===== src/design/dsc_pkg.sv =====
package dsc_pkg;

  localparam int unsigned DSC_ADDR_W = 13;
  localparam int unsigned DSC_DATA_W = 32;

  // Byte offsets of the register map.
  localparam logic [12:0] DSC_OFS_TRIGGER = 13'h0000;
  localparam logic [12:0] DSC_OFS_STICKY = 13'h0001;
  localparam logic [12:0] DSC_OFS_LIVE = 13'h0002;
  localparam logic [12:0] DSC_OFS_OPADDR = 13'h0004;
  localparam logic [12:0] DSC_OFS_MAILBOX0 = 13'h0010;
  localparam logic [12:0] DSC_OFS_MAILBOX1 = 13'h0014;
  localparam logic [12:0] DSC_OFS_PIDENT0 = 13'h1FE0;
  localparam logic [12:0] DSC_OFS_PIDENT1 = 13'h1FE4;
  localparam logic [12:0] DSC_OFS_PIDENT2 = 13'h1FE8;
  localparam logic [12:0] DSC_OFS_PIDENT3 = 13'h1FEC;
  localparam logic [12:0] DSC_OFS_CIDENT0 = 13'h1FF0;
  localparam logic [12:0] DSC_OFS_CIDENT1 = 13'h1FF4;
  localparam logic [12:0] DSC_OFS_CIDENT2 = 13'h1FF8;
  localparam logic [12:0] DSC_OFS_CIDENT3 = 13'h1FFC;

  // Byte lanes inside word 0.
  localparam int unsigned DSC_LANE_TRIGGER = 0;
  localparam int unsigned DSC_LANE_STICKY = 1;
  localparam int unsigned DSC_LANE_LIVE = 2;

  // Trigger register bits.
  localparam int unsigned DSC_TRG_ERASE = 4;
  localparam int unsigned DSC_TRG_SELFTEST = 3;
  localparam int unsigned DSC_TRG_CRC = 2;
  localparam int unsigned DSC_TRG_SOFTRST = 0;

  // Sticky status bits.
  localparam int unsigned DSC_STK_PROTVIOL = 4;
  localparam int unsigned DSC_STK_FAIL = 3;
  localparam int unsigned DSC_STK_BUSFAULT = 2;
  localparam int unsigned DSC_STK_RSTSTRETCH = 1;
  localparam int unsigned DSC_STK_DONE = 0;
  localparam logic [7:0] DSC_STK_MASK = 8'h1F;

  // Live status bits.
  localparam int unsigned DSC_LIV_HOTPLUG = 4;
  localparam int unsigned DSC_LIV_MBOX1 = 3;
  localparam int unsigned DSC_LIV_MBOX0 = 2;
  localparam int unsigned DSC_LIV_DBG = 1;
  localparam int unsigned DSC_LIV_SECURED = 0;

  // Operation address fields.
  localparam int unsigned DSC_OPA_WORD_LSB = 2;
  localparam int unsigned DSC_OPA_MODE_MSB = 1;

  // Reset values.
  localparam logic [7:0] DSC_RST_STICKY = 8'h00;
  localparam logic [31:0] DSC_RST_OPADDR = 32'h0000_0000;
  localparam logic [31:0] DSC_RST_MAILBOX = 32'h0000_0000;
  localparam logic [31:0] DSC_RST_RDATA = 32'h0000_0000;
  localparam logic DSC_RST_HOTPLUG = 1'b1;

  typedef struct packed {
    logic [12:0] addr;
    logic [31:0] wdata;
    logic [3:0] be;
    logic wr;
    logic rd;
  } dsc_bus_req_t;

  typedef struct packed {
    logic done;
    logic fail;
    logic bus_err;
  } dsc_engine_evt_t;

  typedef struct packed {
    logic erase;
    logic selftest;
    logic crc;
    logic soft_reset;
  } dsc_launch_t;

  typedef enum logic {
    DSC_ST_CAPTURE,
    DSC_ST_RUN
  } dsc_phase_t;

endpackage : dsc_pkg


===== src/design/dsc_service_unit.sv =====
// Design decision made here: the plain strobed port.
`timescale 1ns/1ps
module dsc_service_unit
  import dsc_pkg::*;
#(
  // Identification values are arbitrary.
  parameter logic [31:0] PIDENT0_VAL = 32'h0000_0011,
  parameter logic [31:0] PIDENT1_VAL = 32'h0000_0022,
  parameter logic [31:0] PIDENT2_VAL = 32'h0000_0033,
  parameter logic [31:0] PIDENT3_VAL = 32'h0000_0044,
  parameter logic [31:0] CIDENT0_VAL = 32'h0000_0055,
  parameter logic [31:0] CIDENT1_VAL = 32'h0000_0066,
  parameter logic [31:0] CIDENT2_VAL = 32'h0000_0077,
  parameter logic [31:0] CIDENT3_VAL = 32'h0000_0088
)
(
  input wire logic mclk,
  input wire logic rst,
  input wire dsc_bus_req_t bus_req,
  output logic [31:0] rdata,
  input wire logic guard_protect,
  input wire logic device_protected,
  input wire logic swclk_func_changed,
  input wire logic probe_detect_pin,
  input wire logic cold_plug_pin,
  input wire dsc_engine_evt_t engine_evt,
  output dsc_launch_t launch,
  output logic [29:0] op_word_addr,
  output logic [1:0] access_mode_field
);

  ////////////////////////////////////////////////////////////////////////////
  // State.

  typedef struct packed {
    dsc_phase_t phase;
    logic [1:0] probe_sync;
    logic [1:0] cold_sync;
    logic [7:0] sticky_status_reg;
    logic hot_plug_allowed;
    logic mailbox0_dirty;
    logic mailbox1_dirty;
    logic debugger_attached;
    logic secured_state_flag;
    logic [31:0] opaddr_reg;
    logic [31:0] mailbox0_reg;
    logic [31:0] mailbox1_reg;
    logic [31:0] rdata_reg;
    dsc_launch_t launch_reg;
  } dsc_state_t;

  dsc_state_t state_reg;
  dsc_state_t state_next;

  ////////////////////////////////////////////////////////////////////////////
  // Helpers.

  // Merges the enabled byte lanes of new data into an old word.
  function automatic logic [31:0] dsc_merge(input logic [31:0] old_word, input logic [31:0] new_word,
                                            input logic [3:0] be);
    logic [31:0] res;
    res = old_word;
    for (int i = 0; i < 4; i++)
    begin
      if (be[i])
      begin
        res[8*i +: 8] = new_word[8*i +: 8];
      end
    end
    return res;
  endfunction : dsc_merge

  // True when the access hits the aligned word holding the given offset.
  function automatic logic dsc_hit(input logic [12:0] addr, input logic [12:0] ofs);
    return addr[12:2] == ofs[12:2];
  endfunction : dsc_hit

  // True when a write strobe hits the word holding the given offset.
  function automatic logic dsc_wr_hit(input dsc_bus_req_t req, input logic [12:0] ofs);
    return req.wr && dsc_hit(req.addr, ofs);
  endfunction : dsc_wr_hit

  // True when a read strobe hits the word holding the given offset.
  function automatic logic dsc_rd_hit(input dsc_bus_req_t req, input logic [12:0] ofs);
    return req.rd && dsc_hit(req.addr, ofs);
  endfunction : dsc_rd_hit

  ////////////////////////////////////////////////////////////////////////////
  // Next-state logic.

  always_comb
  begin
    logic wr_word0;
    logic [7:0] trig_wr;
    logic [7:0] stk_clr;
    logic [7:0] stk_set;
    logic want_selftest;
    logic want_crc;
    logic want_erase;
    logic do_softrst;
    logic guard_ok;
    logic probe_seen;
    logic cold_seen;
    logic secured_now;
    logic [31:0] rd_word;

    wr_word0 = 1'b0;
    trig_wr = 8'h00;
    stk_clr = 8'h00;
    stk_set = 8'h00;
    want_selftest = 1'b0;
    want_crc = 1'b0;
    want_erase = 1'b0;
    do_softrst = 1'b0;
    rd_word = 32'h0000_0000;
    guard_ok = 1'b0;
    probe_seen = 1'b0;
    cold_seen = 1'b0;
    secured_now = 1'b0;
    state_next = state_reg;

    // Only the second flip-flop of each synchroniser is read.
    probe_seen = state_reg.probe_sync[1];
    cold_seen = state_reg.cold_sync[1];
    state_next.probe_sync = {state_reg.probe_sync[0], probe_detect_pin};
    state_next.cold_sync = {state_reg.cold_sync[0], cold_plug_pin};

    // Launch strobes last one cycle.
    state_next.launch_reg = '0;

    guard_ok = !guard_protect;

    wr_word0 = dsc_wr_hit(bus_req, DSC_OFS_TRIGGER) && guard_ok;
    if (wr_word0 && bus_req.be[DSC_LANE_TRIGGER])
    begin
      trig_wr = bus_req.wdata[8*DSC_LANE_TRIGGER +: 8];
    end
    if (wr_word0 && bus_req.be[DSC_LANE_STICKY])
    begin
      stk_clr = bus_req.wdata[8*DSC_LANE_STICKY +: 8] & DSC_STK_MASK;
    end

    want_erase = trig_wr[DSC_TRG_ERASE];
    want_selftest = trig_wr[DSC_TRG_SELFTEST];
    want_crc = trig_wr[DSC_TRG_CRC];
    do_softrst = trig_wr[DSC_TRG_SOFTRST];

    // The strap already counts in the capture cycle, so an early command cannot slip past it.
    secured_now = state_reg.secured_state_flag;
    if (state_reg.phase == DSC_ST_CAPTURE)
    begin
      secured_now = device_protected;
    end

    if (secured_now && (want_selftest || want_crc))
    begin
      stk_set[DSC_STK_PROTVIOL] = 1'b1;
      want_selftest = 1'b0;
      want_crc = 1'b0;
    end
    stk_set[DSC_STK_FAIL] = engine_evt.fail;
    stk_set[DSC_STK_BUSFAULT] = engine_evt.bus_err;
    stk_set[DSC_STK_RSTSTRETCH] = cold_seen;
    stk_set[DSC_STK_DONE] = engine_evt.done;

    // Setting wins over a clear that arrives in the same cycle.
    state_next.sticky_status_reg = ((state_reg.sticky_status_reg & ~stk_clr) | stk_set) & DSC_STK_MASK;

    state_next.launch_reg.erase = want_erase;
    state_next.launch_reg.selftest = want_selftest;
    state_next.launch_reg.crc = want_crc;
    state_next.launch_reg.soft_reset = do_softrst;

    if (dsc_wr_hit(bus_req, DSC_OFS_OPADDR) && guard_ok)
    begin
      state_next.opaddr_reg = dsc_merge(state_reg.opaddr_reg, bus_req.wdata, bus_req.be);
    end

    if (dsc_wr_hit(bus_req, DSC_OFS_MAILBOX0))
    begin
      state_next.mailbox0_reg = dsc_merge(state_reg.mailbox0_reg, bus_req.wdata, bus_req.be);
      state_next.mailbox0_dirty = 1'b1;
    end
    else if (dsc_rd_hit(bus_req, DSC_OFS_MAILBOX0))
    begin
      state_next.mailbox0_dirty = 1'b0;
    end
    if (dsc_wr_hit(bus_req, DSC_OFS_MAILBOX1))
    begin
      state_next.mailbox1_reg = dsc_merge(state_reg.mailbox1_reg, bus_req.wdata, bus_req.be);
      state_next.mailbox1_dirty = 1'b1;
    end
    else if (dsc_rd_hit(bus_req, DSC_OFS_MAILBOX1))
    begin
      state_next.mailbox1_dirty = 1'b0;
    end

    if (swclk_func_changed)
    begin
      state_next.hot_plug_allowed = 1'b0;
    end

    if (probe_seen)
    begin
      state_next.debugger_attached = 1'b1;
    end

    case (state_reg.phase)
      DSC_ST_CAPTURE:
      begin
        state_next.secured_state_flag = device_protected;
        state_next.phase = DSC_ST_RUN;
      end
      DSC_ST_RUN:
      begin
        state_next.phase = DSC_ST_RUN;
      end
      default:
      begin
        state_next.phase = DSC_ST_RUN;
      end
    endcase

    // Hot-plug, debugger and secured flags keep their values, since only a full reset may restore them.
    // Soft reset restore
    if (do_softrst)
    begin
      state_next.sticky_status_reg = DSC_RST_STICKY;
      state_next.opaddr_reg = DSC_RST_OPADDR;
      state_next.mailbox0_reg = DSC_RST_MAILBOX;
      state_next.mailbox1_reg = DSC_RST_MAILBOX;
      state_next.mailbox0_dirty = 1'b0;
      state_next.mailbox1_dirty = 1'b0;
      state_next.launch_reg.erase = 1'b0;
      state_next.launch_reg.selftest = 1'b0;
      state_next.launch_reg.crc = 1'b0;
    end

    // Unmapped words and the write-only trigger lane read as zero.
    // Word read with all lanes
    if (dsc_hit(bus_req.addr, DSC_OFS_TRIGGER))
    begin
      rd_word[8*DSC_LANE_LIVE + DSC_LIV_HOTPLUG] = state_reg.hot_plug_allowed;
      rd_word[8*DSC_LANE_LIVE + DSC_LIV_MBOX1] = state_reg.mailbox1_dirty;
      rd_word[8*DSC_LANE_LIVE + DSC_LIV_MBOX0] = state_reg.mailbox0_dirty;
      rd_word[8*DSC_LANE_LIVE + DSC_LIV_DBG] = state_reg.debugger_attached;
      rd_word[8*DSC_LANE_LIVE + DSC_LIV_SECURED] = state_reg.secured_state_flag;
      rd_word[8*DSC_LANE_STICKY +: 8] = state_reg.sticky_status_reg;
    end
    else if (dsc_hit(bus_req.addr, DSC_OFS_OPADDR))
    begin
      rd_word = state_reg.opaddr_reg;
    end
    else if (dsc_hit(bus_req.addr, DSC_OFS_MAILBOX0))
    begin
      rd_word = state_reg.mailbox0_reg;
    end
    else if (dsc_hit(bus_req.addr, DSC_OFS_MAILBOX1))
    begin
      rd_word = state_reg.mailbox1_reg;
    end
    else if (dsc_hit(bus_req.addr, DSC_OFS_PIDENT0))
    begin
      rd_word = PIDENT0_VAL;
    end
    else if (dsc_hit(bus_req.addr, DSC_OFS_PIDENT1))
    begin
      rd_word = PIDENT1_VAL;
    end
    else if (dsc_hit(bus_req.addr, DSC_OFS_PIDENT2))
    begin
      rd_word = PIDENT2_VAL;
    end
    else if (dsc_hit(bus_req.addr, DSC_OFS_PIDENT3))
    begin
      rd_word = PIDENT3_VAL;
    end
    else if (dsc_hit(bus_req.addr, DSC_OFS_CIDENT0))
    begin
      rd_word = CIDENT0_VAL;
    end
    else if (dsc_hit(bus_req.addr, DSC_OFS_CIDENT1))
    begin
      rd_word = CIDENT1_VAL;
    end
    else if (dsc_hit(bus_req.addr, DSC_OFS_CIDENT2))
    begin
      rd_word = CIDENT2_VAL;
    end
    else if (dsc_hit(bus_req.addr, DSC_OFS_CIDENT3))
    begin
      rd_word = CIDENT3_VAL;
    end

    // Read data stands only in the cycle after the read strobe.
    state_next.rdata_reg = bus_req.rd ? rd_word : DSC_RST_RDATA;
  end

  ////////////////////////////////////////////////////////////////////////////
  // State register.

  always_ff @(posedge mclk)
  begin
    if (rst)
    begin
      state_reg.phase <= DSC_ST_CAPTURE;
      state_reg.probe_sync <= 2'b00;
      state_reg.cold_sync <= 2'b00;
      state_reg.sticky_status_reg <= DSC_RST_STICKY;
      state_reg.hot_plug_allowed <= DSC_RST_HOTPLUG;
      state_reg.mailbox0_dirty <= 1'b0;
      state_reg.mailbox1_dirty <= 1'b0;
      state_reg.debugger_attached <= 1'b0;
      state_reg.secured_state_flag <= 1'b0;
      state_reg.opaddr_reg <= DSC_RST_OPADDR;
      state_reg.mailbox0_reg <= DSC_RST_MAILBOX;
      state_reg.mailbox1_reg <= DSC_RST_MAILBOX;
      state_reg.rdata_reg <= DSC_RST_RDATA;
      state_reg.launch_reg <= '0;
    end
    else
    begin
      state_reg <= state_next;
    end
  end

  ////////////////////////////////////////////////////////////////////////////
  // Outputs.

  assign rdata = state_reg.rdata_reg;
  assign launch = state_reg.launch_reg;
  assign op_word_addr = state_reg.opaddr_reg[31:DSC_OPA_WORD_LSB];
  assign access_mode_field = state_reg.opaddr_reg[DSC_OPA_MODE_MSB:0];

endmodule : dsc_service_unit


===== config.mk =====
export PLATFORM = sky130hd
export DESIGN_NAME = dsc_service_unit
export DESIGN_NICKNAME = d
export VERILOG_FILES = /design/src/design/dsc_pkg.sv /design/src/design/dsc_service_unit.sv
export SDC_FILE = /design/constraint.sdc
export NUM_CORES = 1
export LEC_CHECK = 0
export BUFFER_PORTS_ARGS = -buffer_cell sky130_fd_sc_hd__buf_2
export CAP_MARGIN = 0
export CORE_MARGIN = 5
export CORE_UTILIZATION = 45
export DETAILED_ROUTE_END_ITERATION = 12
export HOLD_SLACK_MARGIN = 0.03
export PLACE_DENSITY = 0.67
export RECOVER_POWER = 100
export SETUP_SLACK_MARGIN = 0.4
export SLEW_MARGIN = 10
export SYNTH_ARGS = -nofsm -noshare
export SYNTH_HDL_FRONTEND = slang
export SYNTH_SLANG_ARGS = --single-unit
export TNS_END_PERCENT = 100

===== constraint.sdc =====
create_clock -name mclk -period 4.3 [get_ports mclk]
set_input_delay 0.215 -clock mclk [delete_from_list [all_inputs] [get_ports mclk]]
set_output_delay 0.215 -clock mclk [all_outputs]
set_load 0.02 [all_outputs]

==> results.txt, run 1 <==
Critical path data required time: 4.62 ns. The final period demand of the worst path is 2.99 ns. The ratio of cells with drive above 1 in the final layout was 0.140; the cts-stage hold buffer count was 4. In this run, synthesis inferred 0 flip-flops with an integrated enable. Buffers added to address setup during post-CTS repair amount to 0. The post-synthesis compound-gate area fraction was 0.246; the maximum vdd ir drop was 0.298 mV. The tools report the count of endpoints failing setup in the final report as 0. The H-tree generated during clock tree synthesis spans 4 levels. The number of violations reported at the end of detailed-routing iteration 0 is 817, and the post-synthesis cell area is 6930 sq um. Transition at the pin with the smallest max-transition slack: 1.20 ns.

Setup repair after global routing left no endpoint under its margin. Max-cap violations in this run came to 0. The number of vias per cell was 6.33; the setup TNS was 0 ns.

Clock transition time at the flip-flop clock pins of the worst setup and hold paths: 0.06 ns. Post-detailed-placement half-perimeter wirelength: 12800 um. In the synthesized netlist, the cells that appear most often are 147 x dfxtp_1, 125 x a21oi_1, 104 x o21ai_0. The count of nets left with antenna violations after detail routing came out at 0. The via count of the first global-routing pass was 6031. The netlist uses 41 different library cells.

The cell taking the most area after synthesis is dfxtp_1. Largest fanout on the critical path: 60. The x dimension of the die is 134 um. The simple-gate portion of the synthesized area was 0.195. After synthesis, the largest family of logic cells by area is compound AO/OA/AOI/OAI gates. The Yosys step of the flow raised 0 warnings. TritonCTS built the clock tree.

After technology mapping, the gate count stands at 834. The total nets after synthesis came out at 895. The post-synthesis share of cell area spent on full adders, half adders and majority gates works out to 0. For the combinational share of power, the log shows 0.049. The tools report the net switching power of the design as 725 uW. For the wire length of the first global-routing pass, the log shows 33000 um. The synthesized design contains 147 register bits. The post-route fraction of the period consumed by the critical path is 0.695, and the final layout net count is 907. The logs give 17 for the clock buffer count from CTS and 0.00758 ns for the worst clock skew on the final layout.

The die covers 18000 sq um. The critical path in this run is classified as in -> reg. Power density over the cells: 413 nW/um^2. The register area share after synthesis is 0.425. In this run the core area contains 45 standard-cell rows. The average detailed-routed wire length per instance is 20.3 um. During I/O placement, the number of pins put on the boundary was 129. The number of flip-flops in the largest register was 77; the filler cell count in the final layout was 1492. The number of antenna diodes in the final layout is 0. The worst hold path was traced through 3 stages. Share of cell area taken by muxes after synthesis: 0.00433.

The tools report the initial antenna violation count as 2. The tools report the total via count after detailed routing as 6629. Type of the most critical hold path: in -> reg. The first-pass detailed-route iteration total was 6; the pin count of the biggest net entering global routing was 75.

The post-synthesis xor/xnor area fraction is 0.00126, and the worst-skew pair later-pin latency is 0.43 ns. The tools report the max-slew headroom at the worst pin as 0.200. Measured in cells, the most critical reg-to-reg path has a length of 3. For the number of pins exceeding their max-slew limit in the final report, the log shows 0. Summed over all cells, the static leakage comes to 2.44 nW.

The share of synthesized registers carrying an async set or reset is 0. The part of the power in registers was 0.433; the layout overhead on the synthesized area was 10.6%. The switching portion of total power is 0.229.

The run finished with clean final reports. Derived from the worst setup path, the maximum achievable clock frequency is 335 MHz. The standard cell core area is 15100 sq um, and the count of buffers inserted at the top-level ports is 126.

Element type at the critical path end: a flip-flop. The congestion estimate from routability-driven global placement came to 0.807. For the final worst hold slack, the log shows 0.0401 ns. The cell sitting at the root of the clock tree is a clkbuf_16. The most common cell in the synthesized netlist is dfxtp_1. The tools report the overall track demand over capacity in global routing as 0.229. Wires add up to 21200 um.

The total area of sequential cells is 2940 sq um. In the post-synthesis netlist, the biggest area contributors are dfxtp_1 42%, nand4_1 9.1%, a21oi_1 9.0%. For this design, the sink count on the clock tree is 147.

Averaged over all synthesized cells, the footprint is 8.31 sq um. Number of hold violations in the final report: 0. The effective utilization at floorplan came out at 0.458. The tools report the arrival time of data at the critical path endpoint as 3.30 ns. The run gives 0 as the DRC violation count after routing.

The category of the worst setup path launch point is a primary input. The multi-input combinational cells in the finished layout cover a total of 3090 sq um. The most used flip-flop cell after synthesis is dfxtp_1. After global routing the overflow that remains totals 0. In this run, post-CTS repair resized a total of 0 instances.

The tools report the clock network power share as 0.518. The run gives 2 as the deepest clock path buffer count. The fraction of synthesized cell area taken by the top area cell type works out to 0.425.

The height of the die is 134 um. For the internal cell power, the log shows 2.44 mW.
layer usage:
layer	global-route usage	routed length, um	share of wire
met4	0.0781	352	0.017
met2	0.350	9910	0.47
met3	0.0488	1700	0.080
met5	0	21	0.00099
met1	0.321	9230	0.44
through the flow:
stage                     power (mW)  setup WS, ns  std cells  area, sq um  utilization
after global placement          1.55          1.70       1011         7100        0.468
after global routing            3.24          1.07       1047         7670        0.506
final                           3.17          1.31       1047         7670        0.506
after CTS                       3.17          2.09       1047         7790        0.514
after detailed placement        1.55          1.66       1011         7100        0.468
after floorplan                 1.48          2.53        834         6930            -
area by class of cell:
type | instances | share of cell area
Multi-Input combinational cell | 527 | 0.404
Clock inverter | 11 | 0.0225
Timing Repair Buffer | 145 | 0.0927
Tap cell | 188 | 0.0307
Inverter | 8 | 0.00392
Sequential cell | 147 | 0.384
Clock buffer | 21 | 0.0627
power groups by stage:
stage	logic [mW]	clock network (mW)	registers, mW
floorplan	0.0801	0	1.40
global placement	0.151	0	1.40
detailed placement	0.151	0	1.40
CTS	0.155	1.65	1.37
global route	0.166	1.71	1.37
finish	0.156	1.64	1.37
logic make-up after synthesis:
family                    after synthesis
and+or+nand+nor                       228
AOI/OAI and AO/OA                     295
DFF                                   147
muxes                                   3
buffers and inverters                 160
xor gates and xnor gates                1
critical path: stages:
cell and delay [ns]:
clkbuf_1 0.12, nor4_4 0.58, nand3_1 0.82, clkbuf_2 0.85, a21o_1 0.37, a211oi_1 0.33
path summary, 6_finish.rpt:
path | startpoint | to | slack (ns)
max | bus_req[44] | rdata[31]$_SDFF_PP0_ | 1.31
min | engine_evt[1] | state_reg[140]$_SDFF_PP0_ | 0.04
max reg2reg | state_reg[149]$_DFF_P_ | state_reg[141]$_SDFF_PP0_ | 3.19
min reg2reg | state_next[146]$_SDFF_PP0_ | state_reg[146]$_SDFF_PP0_ | 0.45
cell usage in the layout (no fill, tap or decap), drive strengths merged:
| cell type | netlist | final |
|---|---|---|
| a2111oi | 2 | 2 |
| a211oi | 18 | 18 |
| a21boi | 2 | 2 |
| a21o | 20 | 20 |
| a21oi | 125 | 125 |
| a221oi | 2 | 2 |
| a22o | 9 | 9 |
| a2bb2o | 1 | 1 |
| a311oi | 1 | 1 |
| a31o | 1 | 1 |
| a32o | 8 | 8 |
| and2 | 1 | 1 |
| and3 | 5 | 5 |
| and4 | 3 | 3 |
| buf | 105 | 67 |
| bufinv | 0 | 4 |
| clkbuf | 47 | 95 |
| clkinv | 0 | 1 |
| clkinvlp | 0 | 4 |
| dfxtp | 147 | 147 |
| dlygate4sd3 | 0 | 4 |
| inv | 8 | 10 |
| mux2i | 3 | 3 |
| nand2 | 8 | 8 |
| nand2b | 8 | 8 |
| nand3 | 63 | 63 |
| nand4 | 101 | 101 |
| nor2 | 11 | 11 |
| nor2b | 6 | 6 |
| nor3 | 5 | 5 |
| nor4 | 5 | 5 |
| nor4b | 1 | 1 |
| o21ai | 104 | 104 |
| o221a | 2 | 2 |
| or2 | 8 | 8 |
| or4 | 3 | 3 |
| xnor2 | 1 | 1 |
(Power assumes the default switching activity.)
==> run 2, diff against run 1 <==
Settings changed: PLACE_DENSITY 0.67 to 0.69.
Clock period 4.3 ns to 2.5 ns, I/O delays scaled along.
==> run 2 against run 1 <==
  * Clock power is 57% higher
  * Sequential share of layout area down 2.5 points
  * Cell count up 5.5%
  * Utilization is 3.5 points higher
  * Critical path depth stayed put
  * Register-to-register slack got worse by 2.2 ns
  * Clock skew is 0.00099 ns lower
  * First-iteration DRC count increased by 14%
  * Global-route usage increased by 0.59 points
  * Flip-flop and latch count did not move
  * Non-clock buffer count grew 60
  * Combinational power increased by 110%
  * Critical path type unchanged
  * Critical endpoint is now rdata[0]$_SDFF_PP0_
  * Largest power group unchanged
  * Highest routed layer is now met4
==> results.txt, run 2 (synthesis results as in run 1) <==
The logs give 15100 sq um for the standard cell core area and 4 for the H-tree depth reported by CTS. The overall power consumption came out at 5.27 mW. The die is 134 um wide. Setup repair after global routing left no endpoint under its margin. The critical register-to-register path startpoint was state_reg[149]$_DFF_P_. The layout overhead on the synthesized area is 18.2%.

The setup TNS is 0 ns, and the wire length on met1 is 9430 um. For the count of nets left with antenna violations after detail routing, the log shows 0. The ratio of cells with drive above 1 in the final layout came out at 0.144. TritonCTS built the clock tree.

The power density over the cells came out at 644 nW/um^2. The total number of clock tree sinks is 147. For the post-detailed-placement half-perimeter wirelength, the log shows 13100 um.

At the end of the flow, the number of nets in the layout was 967. The clock transition time at the flip-flop clock pins of the worst setup and hold paths was 0.06 ns; the maximum vdd ir drop was 0.523 mV. In this run the core area contains 45 standard-cell rows.

The clock reaches the later pin of the worst-skew pair after 0.42 ns. The worst clock skew on the final layout is 0.00659 ns. The total overflow left after global routing is 0.

The startpoint identified for the worst hold timing path is bus_req[43]. The number of vias per cell is 6.13. After clock tree synthesis, the setup repair step added 0 buffers. The number of pins exceeding their max-slew limit in the final report was 0; the met2 layer wire length in the routed design was 9790 um. The first-pass detailed-route iteration total was 5; the arrival time of data at the critical path endpoint was 2.32 ns. The floorplan step set the die height to 134 um. In this run the worst path has a maximum fanout of 35. The worst path needs 2.01 ns of the cycle, external delays included. For this design, the CTS-stage hold fixing added 45 buffers. The wire length of the first global-routing pass is 34300 um. The antenna diode count came out at 0. Routability-driven placement finished with a final weighted congestion of 0.820. The pin count of the biggest net entering global routing was 66. STA classifies the critical path startpoint as a primary input. The wire length on met3 was 1670 um.

Setup violations remaining at the end of the flow were counted as 0. In this run the static leakage power is 2.70 nW. The critical path is of the in -> reg type. The highest layer used for signal routing is met4. The tool flagged a number of max-cap violations equal to 0.

The CTS root buffer is clkbuf_16. The number of resized instances in the post-cts repair step was 0. The post-route fraction of the period consumed by the critical path is 0.804.

The library cell used most frequently in the layout, excluding fill and tap cells, is dfxtp_1. At the pin with the least slew margin, the transition time is 1.07 ns. The average detailed-routed wire length per instance came out at 19.3 um. Overall track demand over capacity in global routing: 0.234.

The number of primary I/O pins came out at 129. The worst setup path is captured at a flip-flop. The count of buffers inserted at the top-level ports works out to 126. The launching element of the worst setup path was bus_req[41]. The setup check on the worst reg-to-reg path leaves a slack of 1.04 ns.

Counting the fill cells in the layout gives 1412. The run gives 0 as the number of hold violations in the final report. The flow ran to the end, and the final reports show no timing, DRC or antenna violations. The number of flip-flops in the largest register was 77.

The run gives 0 as the initial antenna violation count. The logs give 6404 for the via count of the first global-routing pass and 934 for the number of violations reported at the end of detailed-routing iteration 0. The routed layout has 6772 vias. Data on the critical path is required at its endpoint by 2.81 ns. The DRC violation count after routing was 0. Summed over all layers, the routed wires come to 21400 um. In the layout the commonest cells are 147 x dfxtp_1, 125 x a21oi_1, 104 x o21ai_0, 101 x nand4_1, 76 x clkbuf_1.

The max-slew headroom at the worst pin was 0.283; the effective utilization at floorplan was 0.458. Derived from the worst setup path, the maximum achievable clock frequency is 497 MHz. The floorplan step defined a die boundary enclosing 18000 sq um.

No sink is reached through more buffers than the 2 on the longest clock path. In this run the worst hold path is classified as in -> reg. Clock buffer count from CTS: 17.
run 2: changes by cell type in the layout (fill, tap and decap cells not counted), moves of 3 or more:
cell           delta
buf_4            +12
clkbuf_1          +4
clkinv_2          +3
dlygate4sd3_1    +41
buf_12            +4
run 2: where the power goes:
| group | internal (mW) | switching, mW |
|---|---|---|
| Clock | 1.60 | 0.975 |
| Combinational | 0.123 | 0.210 |
| Sequential | 2.35 | 0.00569 |
run 2: critical path, stage by stage:
cell and delay (ns):
clkbuf_1 0.14, or4_1 0.70, nor2_1 0.22, clkbuf_2 0.73
a21oi_1 0.20, o221a_2 0.19
run 2: final timing paths:
kind,cells after the start,endpoint
worst max-delay path,6,rdata[0]$_SDFF_PP0_
worst min-delay path,3,rdata[17]$_SDFF_PP0_
worst max register to register,3,state_reg[132]$_SDFF_PP0_
worst min register to register,2,state_reg[49]$_SDFFE_PP0P_
run 2: cell type report:
class | count | area [sq um] | area share
clock buffers | 20 | 457 | 0.0558
clock inverters | 10 | 134 | 0.0163
inverters | 8 | 30.0 | 0.00367
multi-input cells | 527 | 3090 | 0.377
flip-flops and latches | 147 | 2940 | 0.359
well taps | 188 | 235 | 0.0287
repair buffers | 205 | 1300 | 0.159
run 2: metrics by stage:
step	instances	cell area, sq um	worst slack, ns	hold WS [ns]	utilization
CTS	1105	8330	0.861	0.110	0.550
floorplan	834	6930	0.822	0.225	-
global route	1105	8190	0.381	0.132	0.541
detailed placement	1030	7290	0.438	0.341	0.481
global placement	1030	7290	0.438	0.342	0.481
finish	1105	8190	0.489	0.135	0.541
run 2: metal layers:
layer | up-vias | GRT usage
met5 | - | 0
met4 | 0 | 0.0769
met3 | 40 | 0.0578
met2 | 346 | 0.359
met1 | 3212 | 0.325
li1 | 3174 | -
